## src/tcc_pkg.sv

```systemverilog
// Purpose: Constants for the timer compare/capture channel
// Assumes: 16-bit register port, byte addresses as printed
// Notes: Control word at the channel control offset holds reset and run bits
package tcc_pkg;
   localparam int ADDR_W = 16;
   localparam int DATA_W = 16;
   localparam logic [ADDR_W-1:0] CHAN_CTL_ADDR = 16'h5460;
   localparam logic [ADDR_W-1:0] COUNT_ADDR = 16'h5462;
   localparam logic [ADDR_W-1:0] CC_CTL_ADDR = 16'h5464;
   localparam logic [ADDR_W-1:0] UNIT_A_ADDR = 16'h5466;
   localparam logic [ADDR_W-1:0] UNIT_B_ADDR = 16'h5468;
   // Channel control fields
   localparam int RUN_BIT = 0;
   localparam int RST_BIT = 1;
   // Compare/capture control fields
   localparam int UNIT_A_SEL_BIT = 0;
   localparam int OUT_A_FLIP_BIT = 1;
   localparam int OUT_A_MODE_LSB = 4;
   localparam int UNIT_A_EDGE_LSB = 6;
   localparam int UNIT_B_SEL_BIT = 8;
   localparam int OUT_B_FLIP_BIT = 9;
   localparam int OUT_B_MODE_LSB = 12;
   localparam int UNIT_B_EDGE_LSB = 14;
   localparam logic [DATA_W-1:0] CC_CTL_MASK = 16'hf3f3;
   localparam logic [DATA_W-1:0] ZERO16 = 16'h0000;
   localparam logic [DATA_W-1:0] ONE16 = 16'h0001;
   localparam logic [DATA_W-1:0] MAX16 = 16'hffff;
   // Capture edge codes
   localparam logic [1:0] EDGE_NONE = 2'h0;
   localparam logic [1:0] EDGE_RISE = 2'h1;
   localparam logic [1:0] EDGE_FALL = 2'h2;
   localparam logic [1:0] EDGE_BOTH = 2'h3;
   // Output waveform modes
   localparam logic [1:0] WAVE_OFF = 2'h0;
   localparam logic [1:0] WAVE_A_SET_B_CLR = 2'h1;
   localparam logic [1:0] WAVE_A_TOGGLE = 2'h2;
   localparam logic [1:0] WAVE_B_TOGGLE = 2'h3;
endpackage

```

## src/tcc_channel.sv

```systemverilog
// Purpose: One 16-bit timer channel with compare/capture units A and B
// Assumes: Count clock tick input is one-cycle pulse synchronous to core clock
// Notes: Register reads return data in the cycle after the read strobe
// Operation
// [RL1] Writing one to counter reset clears counter; zero ignored; reads show busy
// [RL2] Unit B capture edge: 3 both, 2 falling, 1 rising, 0 none
// [RL3] Unit B select bit one captures, zero compares; resets to zero
// [RL4] Unit A capture edge uses the same encoding as unit B
// [RL5] Unit A select bit one captures, zero compares; resets to zero
// [RL6] Unit A value is 16-bit read/write, resets to zero
// [RL7] Each output follows its mode from compare matches, inverted when flip set
`timescale 1ns/10ps
module tcc_channel (
   input wire logic CORE_CLK_IN,
   input wire logic RESET_IN,
   input wire logic COUNT_TICK_IN,
   input wire logic CAPTURE_A_IN,
   input wire logic CAPTURE_B_IN,
   input wire logic [tcc_pkg::ADDR_W-1:0] ADDR_IN,
   input wire logic [tcc_pkg::DATA_W-1:0] WDATA_IN,
   input wire logic WR_IN,
   input wire logic RD_IN,
   output logic [tcc_pkg::DATA_W-1:0] RDATA_OUT,
   output logic TIMER_OUTPUT_A_OUT,
   output logic TIMER_OUTPUT_B_OUT
);
   import tcc_pkg::*;

   // ==========================================================
   // Helpers
   function automatic logic edge_hit(input logic [1:0] code, input logic prev,
                                     input logic cur);
      logic rise;
      logic fall;
      rise = cur & ~prev;
      fall = prev & ~cur;
      unique case (code)
         EDGE_NONE: edge_hit = 1'b0;
         EDGE_RISE: edge_hit = rise;
         EDGE_FALL: edge_hit = fall;
         EDGE_BOTH: edge_hit = rise | fall;
      endcase
   endfunction

   // Set on one match, toggle or clear as the mode asks
   function automatic logic wave_next(input logic [1:0] mode, input logic cur,
                                      input logic hit_a, input logic hit_b);
      wave_next = cur;
      unique case (mode)
         WAVE_OFF: wave_next = 1'b0;
         WAVE_A_SET_B_CLR: begin
            if (hit_b) begin
               wave_next = 1'b0;
            end else if (hit_a) begin
               wave_next = 1'b1;
            end
         end
         WAVE_A_TOGGLE: wave_next = cur ^ hit_a;
         WAVE_B_TOGGLE: wave_next = cur ^ hit_b;
      endcase
   endfunction

   // ==========================================================
   // State
   logic run_q, run_d;
   logic rst_busy_q, rst_busy_d;
   logic [DATA_W-1:0] count_q, count_d;
   logic [DATA_W-1:0] ctl_q, ctl_d;
   logic [DATA_W-1:0] unit_a_q, unit_a_d;
   logic [DATA_W-1:0] unit_b_q, unit_b_d;
   logic cap_a_prev_q, cap_a_prev_d;
   logic cap_b_prev_q, cap_b_prev_d;
   logic wave_a_q, wave_a_d;
   logic wave_b_q, wave_b_d;
   logic out_a_q, out_a_d;
   logic out_b_q, out_b_d;
   logic [DATA_W-1:0] rdata_q, rdata_d;
   logic cap_a_hit, cap_b_hit, cmp_a_hit, cmp_b_hit;

   // ==========================================================
   // Next-state logic
   always_comb begin
      run_d = run_q;
      rst_busy_d = 1'b0;
      count_d = count_q;
      ctl_d = ctl_q;
      unit_a_d = unit_a_q;
      unit_b_d = unit_b_q;
      cap_a_prev_d = CAPTURE_A_IN;
      cap_b_prev_d = CAPTURE_B_IN;
      // Capture events only counted when the unit is in capture mode
      cap_a_hit = ctl_q[UNIT_A_SEL_BIT]
                  & edge_hit(ctl_q[UNIT_A_EDGE_LSB +: 2], cap_a_prev_q,
                             CAPTURE_A_IN); // see [RL4] [RL5]
      cap_b_hit = ctl_q[UNIT_B_SEL_BIT]
                  & edge_hit(ctl_q[UNIT_B_EDGE_LSB +: 2], cap_b_prev_q,
                             CAPTURE_B_IN); // see [RL2] [RL3]
      // Match checked on a tick so the output moves once per count
      cmp_a_hit = run_q & COUNT_TICK_IN & ~ctl_q[UNIT_A_SEL_BIT]
                  & (count_q == unit_a_q); // see [RL5]
      cmp_b_hit = run_q & COUNT_TICK_IN & ~ctl_q[UNIT_B_SEL_BIT]
                  & (count_q == unit_b_q); // see [RL3]
      if (run_q && COUNT_TICK_IN) begin
         count_d = count_q + ONE16;
      end
      if (cap_a_hit) begin
         unit_a_d = count_q;
      end
      if (cap_b_hit) begin
         unit_b_d = count_q;
      end
      if (WR_IN) begin
         unique case (ADDR_IN)
            CHAN_CTL_ADDR: begin
               run_d = WDATA_IN[RUN_BIT];
               if (WDATA_IN[RST_BIT]) begin
                  count_d = ZERO16; // see [RL1]
                  rst_busy_d = 1'b1;
               end
            end
            CC_CTL_ADDR: ctl_d = WDATA_IN & CC_CTL_MASK;
            UNIT_A_ADDR: unit_a_d = WDATA_IN; // see [RL6]
            UNIT_B_ADDR: unit_b_d = WDATA_IN;
            default: ;
         endcase
      end
      // Software write wins over a capture in the same cycle
      wave_a_d = wave_next(ctl_q[OUT_A_MODE_LSB +: 2], wave_a_q, cmp_a_hit,
                           cmp_b_hit); // see [RL7]
      wave_b_d = wave_next(ctl_q[OUT_B_MODE_LSB +: 2], wave_b_q, cmp_a_hit,
                           cmp_b_hit); // see [RL7]
      out_a_d = wave_a_d ^ ctl_q[OUT_A_FLIP_BIT]; // see [RL7]
      out_b_d = wave_b_d ^ ctl_q[OUT_B_FLIP_BIT]; // see [RL7]
      rdata_d = ZERO16;
      if (RD_IN) begin
         unique case (ADDR_IN)
            CHAN_CTL_ADDR: begin
               rdata_d[RUN_BIT] = run_q;
               rdata_d[RST_BIT] = rst_busy_q; // see [RL1]
            end
            COUNT_ADDR: rdata_d = count_q;
            CC_CTL_ADDR: rdata_d = ctl_q;
            UNIT_A_ADDR: rdata_d = unit_a_q; // see [RL6]
            UNIT_B_ADDR: rdata_d = unit_b_q;
            default: rdata_d = ZERO16;
         endcase
      end
   end

   // ==========================================================
   // Registers
   always_ff @(posedge CORE_CLK_IN) begin
      if (RESET_IN) begin
         run_q <= 1'b0;
         rst_busy_q <= 1'b0;
         count_q <= ZERO16;
         ctl_q <= ZERO16;
         unit_a_q <= ZERO16;
         unit_b_q <= ZERO16;
         cap_a_prev_q <= 1'b0;
         cap_b_prev_q <= 1'b0;
         wave_a_q <= 1'b0;
         wave_b_q <= 1'b0;
         out_a_q <= 1'b0;
         out_b_q <= 1'b0;
         rdata_q <= ZERO16;
      end else begin
         run_q <= run_d;
         rst_busy_q <= rst_busy_d;
         count_q <= count_d;
         ctl_q <= ctl_d;
         unit_a_q <= unit_a_d;
         unit_b_q <= unit_b_d;
         cap_a_prev_q <= cap_a_prev_d;
         cap_b_prev_q <= cap_b_prev_d;
         wave_a_q <= wave_a_d;
         wave_b_q <= wave_b_d;
         out_a_q <= out_a_d;
         out_b_q <= out_b_d;
         rdata_q <= rdata_d;
      end
   end

   assign RDATA_OUT = rdata_q;
   assign TIMER_OUTPUT_A_OUT = out_a_q;
   assign TIMER_OUTPUT_B_OUT = out_b_q;
endmodule // tcc_channel

```

## config.mk

```make
export PLATFORM = sky130hd
export DESIGN_NAME = tcc_channel
export DESIGN_NICKNAME = d
export VERILOG_FILES = /design/src/tcc_pkg.sv /design/src/tcc_channel.sv
export SDC_FILE = /design/constraint.sdc
export NUM_CORES = 1
export LEC_CHECK = 0
export BUFFER_PORTS_ARGS = -buffer_cell sky130_fd_sc_hd__buf_2
export CORE_ASPECT_RATIO = 1.2
export CORE_MARGIN = 2
export CORE_UTILIZATION = 55
export CTS_BUF_LIST = sky130_fd_sc_hd__clkbuf_4 sky130_fd_sc_hd__clkbuf_8
export CTS_CLUSTER_DIAMETER = 40
export DETAILED_ROUTE_END_ITERATION = 7
export PLACE_DENSITY_LB_ADDON = 0.15
export SYNTH_ARGS = -nofsm -noshare
export SYNTH_HDL_FRONTEND = slang
export SYNTH_SLANG_ARGS = --single-unit
```

## constraint.sdc

```tcl
create_clock -name CORE_CLK_IN -period 7.1 [get_ports CORE_CLK_IN]
set_input_delay 1.065 -clock CORE_CLK_IN [delete_from_list [all_inputs] [get_ports CORE_CLK_IN]]
set_output_delay 1.065 -clock CORE_CLK_IN [all_outputs]
set_load 0.1 [all_outputs]
```

==> out/summary.md <==
The run finished, with violations left. The checks that failed: design-rule violations. In the routed design, unresolved DRC markers number 9.

By area the synthesized netlist is led by dfxtp_1, mux2i_1, nor2_1, xnor2_1, a211oi_1. The relative contribution of the clock network to total power is 0.451. Along the worst path, the maximum fanout reaches 32.

The time the final worst path needs with I/O delays and setup was 3.81 ns. The worst hold path begins at unit_b_q[1]$_SDFF_PP0_. The most used routing layer in global routing is met2. Counting every sink on the clock net gives 84. The share of flip-flops with an asynchronous set or reset after synthesis works out to 0. The part of the power in registers is 0.520, and the hold violation count in the final report is 0.

The initial antenna violation count is 0, and the antenna diode instance count is 0. The global-route met2 utilization came out at 0.426. The number of warning messages in the yosys log is 0.

The logs give 0.00426 mm2 for the post-synthesis instance area and 0.143 mV for the worst supply voltage drop on vdd. The max-slew violation count was 0. The remaining antenna violation count is 0. The synthesized design spends more area on one cell type than any other, namely dfxtp_1.

The share of Yosys cell area claimed by the top area cell type came out at 0.394. Synthesis inferred 84 register bits. For the final routed database, the setup TNS stands at 0 ns. The number of hold buffers added after CTS was 0.

The fraction of power spent switching nets was 0.198. Measured along the x axis, the die boundary spans 84.4 um. The number of global-route vias before repair was 3409. The finished layout holds 611 standard cells, fillers aside.

After detailed routing, the number of vias per cell comes to 5.94. The run gives 0.258 as the total track usage. Detailed routing inserted a total of 3627 vias.

The number of nets in the synthesized netlist is 530. Buffers inserted during post-CTS setup optimization: 0. The setup path with the least slack is of type in2reg. In the synthesized netlist, the number of instances is 486. Internal power comes to 728 uW. The number of instances on the worst hold path is 2, and the clock-pin slew of the registers on the worst-case setup and hold paths is 0.08 ns. The tools report the post-cts gate resize count as 0. The final critical-path share of the clock period is 0.536, and the growth of design area from synthesis to finish is 11.6%. For the placer's final routability congestion estimate, the log shows 0.875. Master cell of the clock root buffer: clkbuf_8.

In the final routed layout, each cell accounts on average for 17.4 um. Across the whole layout, storage elements account for 0.00168 mm2. Entering global routing, the biggest net connects 57 pins. Buffers placed on the I/O ports in this run total 56. The first global-routing pass estimated 17300 um of wire. For this design the top-level I/O count stands at 57. The first routing iteration left 440 violations. The tools report the number of search-and-repair iterations in the first detailed-routing pass as 8.

TritonCTS built the clock tree. At the pin with the least slew margin, the transition time is 1.25 ns. Global routing finished with a remaining overflow of 0. In this run the power spent charging and discharging nets is 180 uW. The number of distinct standard cells referenced by the synthesized netlist came out at 42. Setup repair after global routing left no endpoint under its margin. The path with the worst hold slack has its endpoint at RDATA_OUT[1]$_SDFF_PP0_. The initialized floorplan defines 35 standard-cell rows. The clock network latency to the later pin of the worst-skew pair is 0.35 ns. The HPWL after detailed placement is 7470 um. The tool flagged a number of max-cap violations equal to 0.

The standby leakage power is 1.72 nW. The sequential-to-total area share from yosys stat came out at 0.394. Most common cell in the netlist: nor2_1. The die covers 0.00848 mm2. Setup violations remaining at the end of the flow were counted as 0. The part of the power in combinational logic was 0.030; the cell total after placement was 595.

Worst endpoint required time: 7.27 ns. The met1 usage in global routing is 0.349. The dominant register cell in the synthesized netlist is dfxtp_1. Each instance of the synthesized netlist takes up on average 8.77 um2. The number of buffers on the longest clock path came out at 2. Counting instances in the post-synthesis netlist gives the leading cell types as nor2_1, dfxtp_1, mux2i_1. In the final layout, the multi-input gates occupy 0.00238 mm2. The relative max-transition margin is 0.166. The total clock buffers created by CTS was 9; the total length of routed wires was 10600 um. The tools report the startpoint kind of the worst setup timing path as an input pin.

The floorplan die height was 100 um. The count of fill cells added during filler insertion came out at 680. Data on the critical path arrives at its endpoint at 3.98 ns. Yosys mapped a number of flops with a built-in enable equal to 0. The tightest min-delay check is of the reg2reg type. The fraction of final layout cells with drive strength greater than 1 was 0.164. For the worst clock skew on the final layout, the log shows 0.00789 ns.

The logs give 0.0377 for the routing usage on met3 and 558 for the count of nets after finishing. Measured in cells, the most critical reg-to-reg path has a length of 7. The area of the core is 0.00762 mm2. The endpoint of the most critical register-to-register path is TIMER_OUTPUT_B_OUT$_SDFF_PP0_. CTS built an H-tree with a depth of 3. STA classifies the critical path endpoint as a flip-flop. The power per cell area was 191 mW/mm2. For the fmax, the log shows 263 MHz. In this run the critical register-to-register path is launched from count_q[5]$_SDFF_PP0_.

The initial cell density of the core came out at 0.560. The slack of the worst reg-to-reg path came out at 4.52 ns.
worst max path at each step:
stage | slack [ns] | cells past startpoint | from | end
global placement | 3.17 | 8 | ADDR_IN[11] | unit_a_q[9]$_SDFF_PP0_
detailed placement | 3.00 | 8 | ADDR_IN[11] | unit_a_q[1]$_SDFF_PP0_
global route | 3.05 | 8 | ADDR_IN[11] | unit_a_q[12]$_SDFF_PP0_
finish | 3.29 | 8 | ADDR_IN[11] | unit_a_q[1]$_SDFF_PP0_
floorplan | 4.21 | 8 | ADDR_IN[11] | ctl_q[4]$_SDFFE_PP0P_
CTS | 3.38 | 8 | ADDR_IN[11] | unit_a_q[1]$_SDFF_PP0_
per-stage QoR:
step / utilization / hold WS (ns) / power, mW / setup WS (ns) / instance area [um2]
2_1_floorplan: - / 0.477 / 0.493 / 4.21 / 4260
3_3_place_gp: 0.593 / 0.535 / 0.509 / 3.17 / 4520
3_5_place_dp: 0.593 / 0.524 / 0.510 / 3.00 / 4520
4_1_cts: 0.625 / 0.528 / 0.913 / 3.38 / 4760
5_1_grt: 0.625 / 0.560 / 0.935 / 3.05 / 4760
6_report: 0.625 / 0.540 / 0.907 / 3.29 / 4760
state kept, by name, indices dropped and copies added (netlist names):
| name | cells |
|---|---|
| wave_a_q | 1 |
| rst_busy_q | 1 |
| unit_b_q | 16 |
| TIMER_OUTPUT_A_OUT | 1 |
| unit_a_q | 16 |
| cap_b_prev_q | 1 |
| run_q | 1 |
| cap_a_prev_q | 1 |
| TIMER_OUTPUT_B_OUT | 1 |
| count_q | 16 |
| RDATA_OUT | 16 |
| wave_b_q | 1 |
| ctl_q | 12 |
cell families after synthesis:
logic type / count (synthesis) / share of synthesized area
adder cells (fa/ha/maj): 5 / 0.0147
AND/OR/NAND/NOR: 175 / 0.200
AO/OA/AOI/OAI: 75 / 0.127
XOR/XNOR: 47 / 0.0965
buffers and inverters: 51 / 0.0502
multiplexers: 49 / 0.117
flip-flops: 84 / 0.394
worst max-delay path, stage by stage:
cell      delay (ns)
buf_2           0.10
nor4b_1         0.28
nand4_1         0.22
nor2_1          0.38
and3_1          0.70
nand2_1         0.84
nor2_1          0.31
a211oi_1        0.08
cells in the final DEF, fill, tap and decap left out, drive strengths merged:
cell type,instances
a211oi,32
a21oi,17
a222oi,14
a22oi,2
a31oi,2
a32oi,2
and2,2
and3,6
and3b,1
buf,60
bufinv,3
clkbuf,12
clkinvlp,1
dfxtp,84
ha,5
inv,8
mux2,2
mux2i,47
nand2,33
nand2b,1
nand3,4
nand3b,1
nand4,11
nand4b,1
nand4bb,1
nor2,86
nor2b,7
nor3,5
nor4,2
nor4b,4
nor4bb,1
o21ai,6
or2,1
or3,4
or4,1
or4b,3
xnor2,32
xor2,15
final cells by class:
class,instances,area share
Timing Repair Buffer,60,0.0652
Clock buffer,12,0.0307
Multi-Input combinational cell,351,0.500
Tap cell,92,0.0242
Inverter,8,0.00631
Sequential cell,84,0.353
Clock inverter,4,0.0205
power by group through the flow:
stage               sequential (mW)  combinational [mW]  clock [mW]
global placement              0.483              0.0266           0
CTS                           0.471              0.0272       0.415
global route                  0.472              0.0301       0.433
floorplan                     0.483              0.0102           0
detailed placement            0.483              0.0270           0
finish                        0.471              0.0270       0.409
routing by layer:
| metal | up-vias | wire, um |
|---|---|---|
| li1 | 1756 | - |
| met4 | 0 | 149 |
| met1 | 1709 | 4650 |
| met5 | - | 0 |
| met2 | 147 | 5080 |
| met3 | 15 | 751 |
No activity file was read; power rests on OpenSTA's default activity.
